--- src/cmi_pkg.sv ---
// Constants, register map and state codes for the coax attachment unit.
// Assumes a 100 MHz core clock and a 10 Mb/s nominal bit rate.
package cmi_pkg;
    // Clock and bit cell.
    localparam int CLK_NS = 10;
    localparam int BIT_NS = 100;
    localparam int BIT_CYC = BIT_NS / CLK_NS;
    localparam int HALF_CYC = BIT_CYC / 2;
    localparam logic [3:0] BIT_LAST = 4'(BIT_CYC - 1);
    localparam logic [3:0] HALF_LAST = 4'(HALF_CYC - 1);
    // Collision indication limits, in bit cells.
    localparam int SQE_ON_MAX_BITS = 9;
    localparam int SQE_OFF_MAX_BITS = 20;
    // Post-frame test: start window and length.
    localparam int TEST_DLY_NS = 600;
    localparam int TEST_LATE_NS = 1600;
    localparam int TEST_DLY_CYC = (TEST_DLY_NS + CLK_NS - 1) / CLK_NS;
    localparam int TEST_LATE_CYC = TEST_LATE_NS / CLK_NS;
    localparam logic [7:0] DLY_LAST = 8'(TEST_DLY_CYC - 1);
    localparam logic [7:0] TEST_HOLD_BITS = 8'h0A;
    // Jabber window and isolate limit.
    localparam int JAB_WIN_MS = 20;
    localparam int JAB_MAX_MS = 150;
    localparam int JAB_WIN_CYC = JAB_WIN_MS * (1000000 / CLK_NS);
    localparam int ISO_MAX_MS = 20;
    localparam int JAB_W = 22;
    // Pin slots of the input synchroniser.
    localparam int PIN_N = 6;
    localparam int PIN_DOA = 0;
    localparam int PIN_DOB = 1;
    localparam int PIN_ISO = 2;
    localparam int PIN_RXA = 3;
    localparam int PIN_RXB = 4;
    localparam int PIN_COL = 5;
    // Register port.
    localparam int ADDR_W = 4;
    localparam int DATA_W = 32;
    localparam logic [3:0] REG_CTRL = 4'h0;
    localparam logic [3:0] REG_STAT = 4'h4;
    localparam logic [31:0] CTRL_RST = 32'h0000_0000;
    localparam int CTRL_ISO = 0;
    localparam int CTRL_JCLR = 1;
    localparam int STAT_SQE = 0;
    localparam int STAT_JAB = 1;
    localparam int STAT_ISO = 2;
    localparam int STAT_COL = 3;
    localparam int STAT_TX = 4;
    localparam int STAT_RX = 5;
    localparam int STAT_TEST = 6;
    // Post-frame test sequencer.
    typedef enum logic [2:0] {
        TST_IDLE = 3'h1,
        TST_WAIT = 3'h2,
        TST_HOLD = 3'h4
    } cmi_tst_type;
endpackage : cmi_pkg

--- src/cmi_tmr_if.sv ---
// Carrier between the control logic and its bit-cell timer.
// Assumes both ends share one clock.
`timescale 1ns/1ps
`default_nettype none
interface cmi_tmr_if;
    logic start;
    logic [7:0] nbits;
    logic busy;
    logic done;
    modport ctl (output start, output nbits, input busy, input done);
    modport tmr (input start, input nbits, output busy, output done);
endinterface : cmi_tmr_if
`default_nettype wire

--- src/cmi_bit_timer.sv ---
// Bit-cell timer: counts a number of bit cells at the nominal rate.
// Assumes the start strobe is one cycle and comes from the same clock.
`timescale 1ns/1ps
`default_nettype none
module cmi_bit_timer (
    input wire logic i_core_clk,
    input wire logic i_rst_b,
    input wire logic i_ce,
    cmi_tmr_if.tmr tmr
);
    typedef struct packed {
        logic [3:0] pre;
        logic [7:0] cnt;
        logic busy;
        logic done;
    } cmi_tmr_st_type;

    cmi_tmr_st_type tmr_r;
    cmi_tmr_st_type tmr_nxt;

    always_comb
    begin
        tmr_nxt = tmr_r;
        if (i_ce)
        begin
            tmr_nxt.done = 1'b0;
            if (tmr.start)
            begin
                tmr_nxt.pre = 4'h0;
                tmr_nxt.cnt = tmr.nbits;
                tmr_nxt.busy = (tmr.nbits != 8'h00);
            end
            else if (tmr_r.busy)
            begin
                if (tmr_r.pre == cmi_pkg::BIT_LAST)
                begin
                    tmr_nxt.pre = 4'h0;
                    tmr_nxt.cnt = tmr_r.cnt - 8'h01;
                    if (tmr_r.cnt == 8'h01)
                    begin
                        tmr_nxt.busy = 1'b0;
                        tmr_nxt.done = 1'b1;
                    end
                end
                else
                begin
                    tmr_nxt.pre = tmr_r.pre + 4'h1;
                end
            end
        end
    end

    always_ff @(posedge i_core_clk)
    begin
        if (!i_rst_b)
        begin
            tmr_r <= '0;
        end
        else
        begin
            tmr_r <= tmr_nxt;
        end
    end

    assign tmr.busy = tmr_r.busy;
    assign tmr.done = tmr_r.done;
endmodule : cmi_bit_timer
`default_nettype wire

--- src/cmi_mau.sv ---
// Control logic of a coax attachment unit facing the terminal interface.
// Assumes pin levels already decoded: activity and bit per circuit, a
// collision comparator level, and an isolate level decoded from CO.
//
// Local design decisions: the placing of the registers and the strobed register port.
`timescale 1ns/1ps
`default_nettype none
module cmi_mau #(
    parameter int JAB_WIN_CYC = cmi_pkg::JAB_WIN_CYC
) (
    input wire logic i_core_clk,
    input wire logic i_rst_b,
    input wire logic i_ce,
    input wire logic i_do_act,
    input wire logic i_do_bit,
    input wire logic i_co_iso,
    input wire logic i_rx_act,
    input wire logic i_rx_bit,
    input wire logic i_coll_det,
    input wire logic [cmi_pkg::ADDR_W-1:0] i_addr,
    input wire logic [cmi_pkg::DATA_W-1:0] i_wdata,
    input wire logic i_wr,
    input wire logic i_rd,
    output logic [cmi_pkg::DATA_W-1:0] o_rdata,
    output logic o_tx_act,
    output logic o_tx_bit,
    output logic o_drv_en,
    output logic o_pos_dis,
    output logic o_di_act,
    output logic o_di_bit,
    output logic o_ci_sqe,
    output logic o_ci_cso,
    output logic o_jabber
);
    localparam logic [cmi_pkg::JAB_W-1:0] JAB_LAST =
        cmi_pkg::JAB_W'(JAB_WIN_CYC - 1);

    typedef struct packed {
        logic [cmi_pkg::PIN_N-1:0] s1;
        logic [cmi_pkg::PIN_N-1:0] s2;
        logic [cmi_pkg::PIN_N-1:0] s3;
        logic [cmi_pkg::PIN_N-1:0] filt;
        logic [cmi_pkg::JAB_W-1:0] jab_cnt;
        logic jab;
        logic iso_q;
        logic do_q;
        cmi_pkg::cmi_tst_type tst;
        logic [7:0] dly;
        logic [3:0] half;
        logic cso_ph;
        logic sqe;
        logic cso;
        logic drv_en;
        logic pos_dis;
        logic tx_act;
        logic tx_bit;
        logic di_act;
        logic di_bit;
        logic ctrl_iso;
        logic [cmi_pkg::DATA_W-1:0] rdata;
    } cmi_mau_st_type;

    cmi_mau_st_type mau_r;
    cmi_mau_st_type mau_nxt;
    cmi_tmr_if tmr_if ();

    logic [cmi_pkg::PIN_N-1:0] pins;
    logic iso_now;
    logic jab_lim;
    logic jab_set;
    logic jab_clr;
    logic jclr_wr;
    logic frame_end;
    logic coll;

    cmi_bit_timer u_bit_timer (
        .i_core_clk (i_core_clk),
        .i_rst_b (i_rst_b),
        .i_ce (i_ce),
        .tmr (tmr_if.tmr)
    );

    assign pins = {i_coll_det, i_rx_bit, i_rx_act, i_co_iso, i_do_bit,
        i_do_act};
    // A single fault-free path: the comparator threshold sits above one
    // transmitter's level, so this level is false with one or none active.
    assign coll = mau_r.filt[cmi_pkg::PIN_COL];
    assign iso_now = mau_r.filt[cmi_pkg::PIN_ISO] | mau_r.ctrl_iso;
    assign jab_lim = (mau_r.jab_cnt == JAB_LAST);
    assign jab_set = mau_r.filt[cmi_pkg::PIN_DOA] && !mau_r.jab && jab_lim;
    assign jclr_wr = i_wr && (i_addr == cmi_pkg::REG_CTRL)
        && i_wdata[cmi_pkg::CTRL_JCLR];
    assign jab_clr = (iso_now && !mau_r.iso_q) || jclr_wr;
    assign frame_end = mau_r.do_q && !mau_r.filt[cmi_pkg::PIN_DOA];
    assign tmr_if.start = i_ce && (mau_r.tst == cmi_pkg::TST_WAIT)
        && (mau_r.dly == cmi_pkg::DLY_LAST);
    assign tmr_if.nbits = cmi_pkg::TEST_HOLD_BITS;

    always_comb
    begin
        mau_nxt = mau_r;
        if (i_ce)
        begin
            // Only the second stage reads the first; a change is taken
            // once the second and third stages agree.
            mau_nxt.s1 = pins;
            mau_nxt.s2 = mau_r.s1;
            mau_nxt.s3 = mau_r.s2;
            for (int i = 0; i < cmi_pkg::PIN_N; i++)
            begin
                if (mau_r.s2[i] == mau_r.s3[i])
                begin
                    mau_nxt.filt[i] = mau_r.s2[i];
                end
            end

            // Jabber window runs while output data is present.
            if (!mau_r.filt[cmi_pkg::PIN_DOA])
            begin
                mau_nxt.jab_cnt = '0;
            end
            else if (!mau_r.jab && !jab_lim)
            begin
                mau_nxt.jab_cnt = mau_r.jab_cnt + 1'b1;
            end
            // Set wins over a clear arriving in the same cycle.
            if (jab_set)
            begin
                mau_nxt.jab = 1'b1;
            end
            else if (jab_clr)
            begin
                mau_nxt.jab = 1'b0;
            end
            mau_nxt.iso_q = iso_now;

            // Transmit side: isolation forces the positive disable and
            // cuts the driver; the receive path is not touched by it.
            mau_nxt.pos_dis = iso_now;
            mau_nxt.drv_en = mau_r.filt[cmi_pkg::PIN_DOA] && !mau_nxt.jab
                && !iso_now;
            mau_nxt.tx_act = mau_nxt.drv_en;
            mau_nxt.tx_bit = mau_nxt.drv_en
                && mau_r.filt[cmi_pkg::PIN_DOB];

            // Receive path is a plain delay, with no bit recovery.
            mau_nxt.di_act = mau_r.filt[cmi_pkg::PIN_RXA];
            mau_nxt.di_bit = mau_r.filt[cmi_pkg::PIN_RXA]
                && mau_r.filt[cmi_pkg::PIN_RXB];

            // Post-frame test sequencer.
            mau_nxt.do_q = mau_r.filt[cmi_pkg::PIN_DOA];
            case (mau_r.tst)
                cmi_pkg::TST_IDLE:
                begin
                    if (frame_end && !mau_r.jab)
                    begin
                        mau_nxt.tst = cmi_pkg::TST_WAIT;
                        mau_nxt.dly = 8'h00;
                    end
                end
                cmi_pkg::TST_WAIT:
                begin
                    if (mau_r.dly == cmi_pkg::DLY_LAST)
                    begin
                        mau_nxt.tst = cmi_pkg::TST_HOLD;
                    end
                    else
                    begin
                        mau_nxt.dly = mau_r.dly + 8'h01;
                    end
                end
                cmi_pkg::TST_HOLD:
                begin
                    if (tmr_if.done)
                    begin
                        mau_nxt.tst = cmi_pkg::TST_IDLE;
                    end
                end
                default:
                begin
                    mau_nxt.tst = cmi_pkg::TST_IDLE;
                end
            endcase

            // Error indication, independent of whether DO carries data.
            mau_nxt.sqe = coll
                || (mau_r.tst == cmi_pkg::TST_HOLD)
                || mau_r.jab;

            // Tone at the bit rate while indicating, idle otherwise.
            if (!mau_nxt.sqe)
            begin
                mau_nxt.half = 4'h0;
                mau_nxt.cso_ph = 1'b1;
            end
            else if (mau_r.half == cmi_pkg::HALF_LAST)
            begin
                mau_nxt.half = 4'h0;
                mau_nxt.cso_ph = !mau_r.cso_ph;
            end
            else
            begin
                mau_nxt.half = mau_r.half + 4'h1;
            end
            mau_nxt.cso = mau_nxt.sqe && mau_r.cso_ph;

            // Register port.
            if (i_wr && i_addr == cmi_pkg::REG_CTRL)
            begin
                mau_nxt.ctrl_iso = i_wdata[cmi_pkg::CTRL_ISO];
            end
            mau_nxt.rdata = '0;
            if (i_rd)
            begin
                case (i_addr)
                    cmi_pkg::REG_CTRL:
                    begin
                        mau_nxt.rdata[cmi_pkg::CTRL_ISO] = mau_r.ctrl_iso;
                    end
                    cmi_pkg::REG_STAT:
                    begin
                        mau_nxt.rdata[cmi_pkg::STAT_SQE] = mau_r.sqe;
                        mau_nxt.rdata[cmi_pkg::STAT_JAB] = mau_r.jab;
                        mau_nxt.rdata[cmi_pkg::STAT_ISO] = mau_r.pos_dis;
                        mau_nxt.rdata[cmi_pkg::STAT_COL] = coll;
                        mau_nxt.rdata[cmi_pkg::STAT_TX] = mau_r.tx_act;
                        mau_nxt.rdata[cmi_pkg::STAT_RX] = mau_r.di_act;
                        mau_nxt.rdata[cmi_pkg::STAT_TEST] =
                            (mau_r.tst == cmi_pkg::TST_HOLD);
                    end
                    default:
                    begin
                        mau_nxt.rdata = '0;
                    end
                endcase
            end
        end
    end

    always_ff @(posedge i_core_clk)
    begin
        if (!i_rst_b)
        begin
            mau_r <= '0;
            mau_r.tst <= cmi_pkg::TST_IDLE;
            mau_r.cso_ph <= 1'b1;
            mau_r.ctrl_iso <= cmi_pkg::CTRL_RST[cmi_pkg::CTRL_ISO];
        end
        else
        begin
            mau_r <= mau_nxt;
        end
    end

    assign o_rdata = mau_r.rdata;
    assign o_tx_act = mau_r.tx_act;
    assign o_tx_bit = mau_r.tx_bit;
    assign o_drv_en = mau_r.drv_en;
    assign o_pos_dis = mau_r.pos_dis;
    assign o_di_act = mau_r.di_act;
    assign o_di_bit = mau_r.di_bit;
    assign o_ci_sqe = mau_r.sqe;
    assign o_ci_cso = mau_r.cso;
    assign o_jabber = mau_r.jab;
endmodule : cmi_mau
`default_nettype wire

--- config.mk ---
export PLATFORM = sky130hd
export DESIGN_NAME = cmi_mau
export DESIGN_NICKNAME = d
export VERILOG_FILES = /design/src/cmi_pkg.sv /design/src/cmi_tmr_if.sv /design/src/cmi_bit_timer.sv /design/src/cmi_mau.sv
export SDC_FILE = /design/constraint.sdc
export NUM_CORES = 1
export LEC_CHECK = 0
export ABC_AREA = 1
export BUFFER_PORTS_ARGS = -buffer_cell sky130_fd_sc_hd__clkbuf_2
export CORE_MARGIN = 2
export CORE_UTILIZATION = 45
export CTS_CLUSTER_DIAMETER = 80
export DETAILED_ROUTE_END_ITERATION = 12
export PLACE_DENSITY_LB_ADDON = 0.1
export SETUP_SLACK_MARGIN = 0.15
export SYNTH_ARGS = -nofsm -noshare
export SYNTH_HDL_FRONTEND = slang
export SYNTH_SLANG_ARGS = --single-unit
--- constraint.sdc ---
create_clock -name i_core_clk -period 3.74 [get_ports i_core_clk]
set_clock_uncertainty 0.15 [all_clocks]
set_input_delay 0.748 -clock i_core_clk [delete_from_list [all_inputs] [get_ports i_core_clk]]
set_output_delay 0.748 -clock i_core_clk [all_outputs]
set_load 0.02 [all_outputs]
==> flow_summary.ini, run 1 <==
[layout]
num_antenna_cells = 0
layout_commonest_cell = nand2_1
multiInputGateArea_sq_um = 2414
drive_gt1_frac = 0.1064
fin_util = 0.4895
finalNonFillerCells = 850
seqCellArea_sq_um = 1862
syn2layout_area_growth_pct = 5.927
layout_common_cells = nand2_1 (149), nor2_1 (108), dfxtp_1 (93)
nFillCells = 1081
nets = 764

[drt]
firstDrtPassIters = 5
drc = 0
ant_nets = 0
drt_iter0_markers = 201
drt_wl_total_mm = 10.33
vias = 4252
viasPerCell = 5.002
wl_per_cell_um = 12.15

[synthesis]
syn-cell-area_sq_um = 4771
syn_inst = 691
async_flop_share = 0
synth_seq_cells = 93
avgSynthCellArea_sq_um = 6.904
synth_top_flop_cell = dfxtp_1
ys_warn_count = 0
synth_edf_count = 0
seq_area_frac_synth = 0.3902
post_synth_num_cell_types = 43

[clock_network]
cts_tree = yes
cts_sinks = 93
clock_latency_ns = 0.36
clockBufferDepth = 2
cts_setup_buffers = 0
htreeDepth = 3
root_buffer = clkbuf_8
clk_pin_slew_worst_paths_ns = 0.09
cts_resized = 0
cts_made_buffers = 9
hold_buffers = 0

[run]
maxCapViolations = 0

[place]
port_buffers = 32
dp_slack_ns = 0.9476
gp_congestion = 0.8383
place_inst = 834
hpwl_mm = 7.366

[timing]
rsz0062_at_grt = false
slew_headroom = 0.4903
fin_crit_ns = 2.420
max_freq_mhz = 413.2
drv_slew = 0
hold_violations = 0
post-route-period-util = 0.6471
worst_slack_ns = 1.320
worst_pin_slew_ns = 0.7587
finalSetupTns_ns = 0
finalSetupViolations = 0

[die]
die_h_um = 107.0
rows = 37
die_w_um = 107.0
io_pins = 88
start_util = 0.4621
core-area_sq_um = 10320
die-area_sq_um = 11440

[run_status]
outcome = finished clean

[critical_path]
path_class = in -> reg
r2r_start = mau_r[61]
start_kind = input pin
r2r_setup_slack_ns = 1.86
cp_data_required_time_ns = 3.85
critical_path.endpoint_type = flop
cp_max_fo = 42
r2r_cells = 10
r2r_end = mau_r[69]
cp_data_arrival_time_ns = 2.53

[global_routing]
antenna_found_initial = 0
grt_pass1_wl_mm = 17.48
grt_overflow = 0
grt_max_degree = 43
grt_pass1_vias = 3813
grt_usage = 0.1907

[power]
peakVddDrop_mv = 0.2181
p_per_area_nw_per_um2 = 373.3
power.total_mw = 1.886
power_leakage_nw = 1.954

[worst_hold_path]
min_to = mau_r[82]
holdCritStartpoint = mau_r[88]
min_path_cells = 2
min_path_type = reg -> reg
-- registers in the layout, indices dropped and copies added, names as in the netlist --
register,count
mau_r,63
u_bit_timer.tmr_r,12
o_rdata,7
coll,1
o_ci_cso,1
o_ci_sqe,1
o_di_act,1
o_di_bit,1
o_jabber,1
o_pos_dis,1
o_tx_act,1
o_tx_bit,1
u_bit_timer.tmr.busy,1
u_bit_timer.tmr.done,1
-- cells in the mapped netlist (4+ instances only) --
cell type,count,share of area
ha_1,8,0.021
nor3_1,12,0.013
dfxtp_1,93,0.39
nand2_2,4,0.0052
nand2_1,149,0.12
inv_1,57,0.045
inv_2,4,0.0031
nor2_1,108,0.085
a21oi_1,62,0.065
o21ai_0,41,0.043
nand4_1,6,0.0079
buf_4,34,0.054
nand3_1,47,0.049
clkbuf_1,12,0.0094
nor2_2,7,0.0092
xor2_1,7,0.013
-- final cells by class --
type | instances | area share
Clock buffer | 10 | 0.02723
Clock inverter | 6 | 0.009408
Multi-Input combinational cell | 507 | 0.4776
Tap cell | 136 | 0.03367
Inverter | 62 | 0.04605
Sequential cell | 93 | 0.3684
Timing Repair Buffer | 36 | 0.03763
-- report_power, final --
group | internal (mW) | switching, mW | total, mW
combinational | 0.0522 | 0.155 | 0.207
clock | 0.265 | 0.373 | 0.638
sequential | 1.02 | 0.0230 | 1.04
-- worst max-delay path, stage by stage --
cell	delay (ns)
clkbuf_2	0.34
inv_2	0.39
nor2_2	0.25
nand4_2	0.23
o21ai_4	0.26
nand3_1	0.14
nand2_1	0.11
nor2_1	0.04
-- routing by layer --
| layer | global-route usage | routed length (um) |
|---|---|---|
| met1 | 0.2529 | 5027 |
| met2 | 0.3035 | 4619 |
| met3 | 0.03161 | 459 |
| met4 | 0.08905 | 221 |
| met5 | 0 | 0 |
-- how the worst max path moves through the flow --
stage / start / end / slack (ns) / cells after the start
after global placement: i_ce / mau_r[69] / 0.96 / 9
after global routing: i_ce / mau_r[69] / 1.12 / 9
after floorplan: i_ce / u_bit_timer.tmr_r[7] / 1.81 / 9
after detailed placement: i_ce / u_bit_timer.tmr_r[9] / 0.95 / 8
after CTS: i_ce / u_bit_timer.tmr_r[9] / 1.33 / 8
final: i_ce / u_bit_timer.tmr_r[9] / 1.32 / 8
-- per-stage QoR --
stage                     hold WS [ns]  cell area [sq um]
after CTS                       0.3128               5054
after global placement          0.2932               4868
after global routing            0.3330               5054
after detailed placement        0.2979               4868
after floorplan                 0.2814               4861
final                           0.3081               5054
-- kinds of logic (layout without fill, tap and decap cells) --
logic type,count (synthesis),count (layout),share of synthesized area
simple gates,347,347,0.3145
other cells,1,25,0.0007860
buf+inv,115,114,0.1227
fa+ha+maj,8,8,0.02098
flops,93,93,0.3902
xor+xnor,10,10,0.01836
compound gates,117,117,0.1324
No activity file was read; power rests on OpenSTA's default activity.
==> inputs of run 2 (changes only) <==
Clock period 3.74 ns to 2.5 ns, I/O delays scaled along.
==> run 2 against run 1 <==
Largest cell class unchanged. Register-to-register slack worse by 1.2 ns. Clock power up 60%. Highest routed layer unchanged. Sequential cell count unchanged. Routed wire length up 0.51%. Non-clock buffer count up 4. Combinational power up 52%. Sequential share of layout area down 0.33 points.
==> flow_summary.ini, run 2 (same netlist as run 1, synthesis figures left out) <==
[run_status]
outcome = finished clean

[die]
start_util = 0.4621
rows = 37
io_pins = 88
die-area_sq_um = 11440
die_w_um = 107.0
core-area_sq_um = 10320
die_h_um = 107.0

[global_routing]
grt_usage = 0.1888
grt_pass1_vias = 3899
antenna_found_initial = 0
grt_max_degree = 40
grt_pass1_wl_mm = 17.61
grt_overflow = 0

[layout]
drive_gt1_frac = 0.1114
syn2layout_area_growth_pct = 6.871
layout_commonest_cell = nand2_1
largest_reg_flops = 63
nFillCells = 1062
num_antenna_cells = 0
nets = 768
layout_common_cells = nand2_1 (149), nor2_1 (108), dfxtp_1 (93)
fin_area_sq_um = 5099
top_register = mau_r

[drt]
drt_iter0_markers = 213
drc = 0
vias = 4271
firstDrtPassIters = 4
viasPerCell = 5.001
drt_wl_total_mm = 10.38
ant_nets = 0
wl_per_cell_um = 12.16

[critical_path]
r2r_setup_slack_ns = 0.64
max_stage_delay_ns = 0.37
cp_data_arrival_time_ns = 1.98
cp_max_fo = 30
cp_data_required_time_ns = 2.62
cp_slowest_cell = dfxtp_1
cp_common_cell = nand2_1
start_kind = flop
path_cells = ha_1 -> nand2_1 -> nor2_1 -> nand3_2 -> nand2_4 -> nand2_4 -> nand2_1 -> nand2_1 -> nand2_1 -> nor2_1
path_class = reg -> reg
critical_path.endpoint_type = flop

[run]
maxCapViolations = 0

[place]
hpwl_mm = 7.216
gp_congestion = 0.8112
port_buffers = 32
post_dp_cell_area_sq_um = 4898

[clock_network]
clockBufferDepth = 2
cts_resized = 0
cts_sinks = 93
htreeDepth = 3
cts_tree = yes
cts_made_buffers = 9
clock_latency_ns = 0.36
cts_setup_buffers = 0
hold_buffers = 0
clk_pin_slew_worst_paths_ns = 0.09
root_buffer = clkbuf_8

[timing]
fin_crit_ns = 1.862
hold_violations = 0
finalSetupViolations = 0
finalSetupTns_ns = 0
rsz0062_at_grt = false
drv_slew = 0
max_freq_mhz = 537.2
post-route-period-util = 0.7447
slew_headroom = 0.6124
worst_pin_slew_ns = 0.5778

[power]
internal_power_mw = 2.069
peakVddDrop_mv = 0.2956
power_leakage_nw = 1.964
power_frac_comb = 0.109
sequentialPowerShare = 0.538
p_per_area_nw_per_um2 = 567.0
clockPowerShare = 0.353
switching_power_mw = 0.8218
swShare = 0.2842

[worst_hold_path]
min_path_type = in -> reg
==> run 2: cell count changes in the layout (fill, tap and decap cells not counted), sizes merged <==
cell,previous run,this run
clkbuf,42,41
bufinv,0,1
buf,4,8
clkinvlp,1,5
inv,62,61
clkinv,5,2
==> run 2: critical path: cells and delay by family, from the launching register on <==
family / cells / cell delay, ns
AND/OR/NAND/NOR: 9 / 1.07
flip-flops: 1 / 0.37
adder cells (fa/ha/maj): 1 / 0.17
==> run 2: power by group through the flow <==
| stage | clock (mW) | sequential (mW) | combinational [mW] |
|---|---|---|---|
| after floorplan | 0 | 1.59 | 0.270 |
| after CTS | 1.05 | 1.56 | 0.314 |
| after global routing | 1.11 | 1.56 | 0.354 |
| final | 1.02 | 1.56 | 0.315 |
| after global placement | 0 | 1.59 | 0.310 |
| after detailed placement | 0 | 1.59 | 0.313 |
==> run 2: routing by layer <==
metal	global-route usage	wire, um	up-vias
met5	0	0	-
met4	0.07143	148	0
met3	0.03100	415	12
met2	0.3107	4690	82
met1	0.2485	5127	1965
li1	-	-	2212
==> run 2: path summary, 6_finish.rpt <==
| path | startpoint | endpoint | depth (start not counted) |
|---|---|---|---|
| setup / recovery | mau_r[61] | mau_r[69] | 10 |
| hold / removal | i_rx_act | mau_r[103] | 3 |
| setup reg to reg | mau_r[61] | mau_r[69] | 10 |
| hold reg to reg | mau_r[88] | mau_r[82] | 2 |
==> run 2: cell type report <==
cell class	count	area, sq um	share of cell area
inverter	62	232.7	0.04564
timing repair buffer	40	220.2	0.04319
tap	136	170.2	0.03337
multi-input combinational	507	2414	0.4734
clock buffer	9	123.9	0.02429
sequential	93	1862	0.3652
clock inverter	7	76.32	0.01497
==> run 2: stage by stage <==
step	setup WS [ns]	util	hold slack [ns]	total power [mW]	cells
after floorplan	0.8199	-	0.2814	1.858	715
after global placement	0.6301	0.4745	0.2940	1.900	838
after detailed placement	0.5897	0.4745	0.2953	1.904	838
after CTS	0.6219	0.4939	0.1969	2.923	854
after global routing	0.4355	0.4939	0.2227	3.027	854
final	0.6383	0.4939	0.2090	2.891	854
==> inputs of run 3 (changes only) <==
Settings changed: ABC_AREA 1 to 0.
Clock period 2.5 ns to 1.55 ns, I/O delays scaled along.
==> run 3 against run 2 <==
The run now ends with negative setup slack left. Power up 55%. Fmax down 21%. Setup slack worse by 1.4 ns.
==> flow_summary.ini, run 3 <==
[run_status]
outcome = finished, violations left
violations = negative setup slack

[timing]
worst_slack_ns = -0.8007
hold_violations = 0
finalSetupTns_ns = -17.82
post-route-period-util = 1.517
finalSetupViolations = 53
holdWs_ns = 0.05171
rsz0062_at_grt = true
fin_crit_ns = 2.351
slew_headroom = 0.6606
drv_slew = 0
max_freq_mhz = 425.4
worst_pin_slew_ns = 0.5091

[place]
place_inst = 746
port_buffers = 32
hpwl_mm = 7.218
post_dp_cell_area_sq_um = 5411
gp_congestion = 0.8145

[drt]
drt_iter0_markers = 93
firstDrtPassIters = 4
wl_met3_um = 401
drt-met1-wl_mm = 4.826
drc = 0
ant_nets = 0
vias = 4110
routed.top_layer = met4
wl_per_cell_um = 13.64
wl_met2_mm = 5.544
drt_wl_total_mm = 10.94
viasPerCell = 5.125

[synthesis]
avgSynthCellArea_sq_um = 8.462
synthTopCellsByArea = dfxtp_1 (42%), nor2_1 (5.7%), buf_4 (5.6%), a21oi_1 (4.4%), mux2i_1 (3.9%)
synth_common_cells = dfxtp_1 (93), nor2_1 (67), a21oi_1 (39)
synth_top_area_frac = 0.4239
yosysTopAreaCell = dfxtp_1
seq_area_frac_synth = 0.4239
syn_inst = 519
synth_top_flop_cell = dfxtp_1
post_synth_num_cell_types = 54
ys_warn_count = 0
synth_seq_cells = 93
yosysMostFrequentCell = dfxtp_1
synth_edf_count = 0
async_flop_share = 0
syn-cell-area_sq_um = 4392

[clock_network]
htreeDepth = 3
clockBufferDepth = 2
clock_latency_ns = 0.39
root_buffer = clkbuf_8
cts_sinks = 93
cts_made_buffers = 9
clk_pin_slew_worst_paths_ns = 0.10
cts_tree = yes

[power]
power_leakage_nw = 2.626
power.total_mw = 4.469
p_per_area_nw_per_um2 = 694.8
peakVddDrop_mv = 0.7324

[layout]
nets = 719
largest_reg_flops = 63
finalNonFillerCells = 802
layout_commonest_cell = buf_4
top_register = mau_r
layout_common_cells = buf_4 (100), dfxtp_1 (68), nor2_1 (64)
syn2layout_area_growth_pct = 46.47
num_antenna_cells = 0
drive_gt1_frac = 0.4275
fin_area_sq_um = 6432

[global_routing]
grt_pass1_vias = 3856
grt_overflow = 0
antenna_found_initial = 0
grt_max_degree = 39
grt_pass1_wl_mm = 17.59
grt_usage = 0.2132

[die]
die-area_sq_um = 10570
die_h_um = 102.8
core-area_sq_um = 9639
rows = 36
start_util = 0.4556
io_pins = 88
die_w_um = 102.8

[critical_path]
critical_path.endpoint_type = flop
cp_max_fo = 3
cp_data_required_time_ns = 1.71
cp_data_arrival_time_ns = 2.51
start_kind = flop
path_class = reg -> reg

[run]
maxCapViolations = 0

[worst_hold_path]
min_path_type = in -> reg
-- run 3: cell count changes after synthesis, sizes merged, moves of 7 or more --
cell and change:
a21oi -23, and2 +8, and3 +8, clkbuf +11
inv -47, mux2i +17, nand2 -120, nand3 -29
nor2 -49, o21ai -14, or3 +7, xnor2 +9
xor2 +8
-- run 3: critical path, cell delays in order, from the launching register on --
cell	delay [ns]
dfxtp_2	0.33
or4b_1	0.51
or4_4	0.55
or2_4	0.29
or3_4	0.33
a31oi_2	0.12
-- run 3: worst paths after layout --
check	startpoint	end	slack, ns	depth (start not counted)
worst max-delay path	mau_r[72]	o_jabber	-0.80	5
worst min-delay path	i_rd	o_rdata[0]	0.05	3
worst max register to register	mau_r[72]	o_jabber	-0.80	5
worst min register to register	o_tx_act	o_tx_act	0.32	2
-- run 3: per-stage QoR --
stage | setup slack [ns] | utilization
6_report | -0.8007 | 0.6673
2_1_floorplan | -0.7989 | -
3_5_place_dp | -0.7946 | 0.5614
3_3_place_gp | -0.7430 | 0.5614
4_1_cts | -0.7557 | 0.6417
5_1_grt | -0.8558 | 0.6673
-- run 3: area by class of cell --
class                           count  area, sq um
Clock inverter                      6        51.30
Clock buffer                       10        137.6
Fill cell                         856         3207
Multi-Input combinational cell    379         2739
Sequential cell                    93         1896
Timing Repair Buffer              167         1388
Inverter                           14        55.05
Tap cell                          133        166.4
-- run 3: report_power, final --
part	internal [mW]	leakage, nW	switching (mW)	total [mW]
combinational	0.172	1.76	0.254	0.426
sequential	2.42	0.764	0.0213	2.44
clock	0.659	0.100	0.947	1.61
total	3.25	2.63	1.22	4.47
-- run 3: per-layer routing --
metal / up-vias / GRT usage
met5: - / 0
met2: 81 / 0.3690
met1: 1962 / 0.2576
met4: 0 / 0.06781
li1: 2049 / -
met3: 18 / 0.05898
-- run 3: cells by family after synthesis --
logic type | share of synthesized area
buffers and inverters | 0.09174
other | 0.0008539
muxes | 0.04131
AOI/OAI and AO/OA | 0.1254
adders and majority gates | 0.02279
and+or+nand+nor | 0.2402
xor gates and xnor gates | 0.05385
DFF | 0.4239
-- run 3: timing repair --
action / in CTS / in global routing
setup endpoints to repair: 66 / 70
cloned: 1 / 0
endpoints found under the hold margin: 7 / 0
setup buffers: 23 / 9
resized for setup: 87 / 49
hold buffers: 7 / 0
pin swaps: 43 / 38
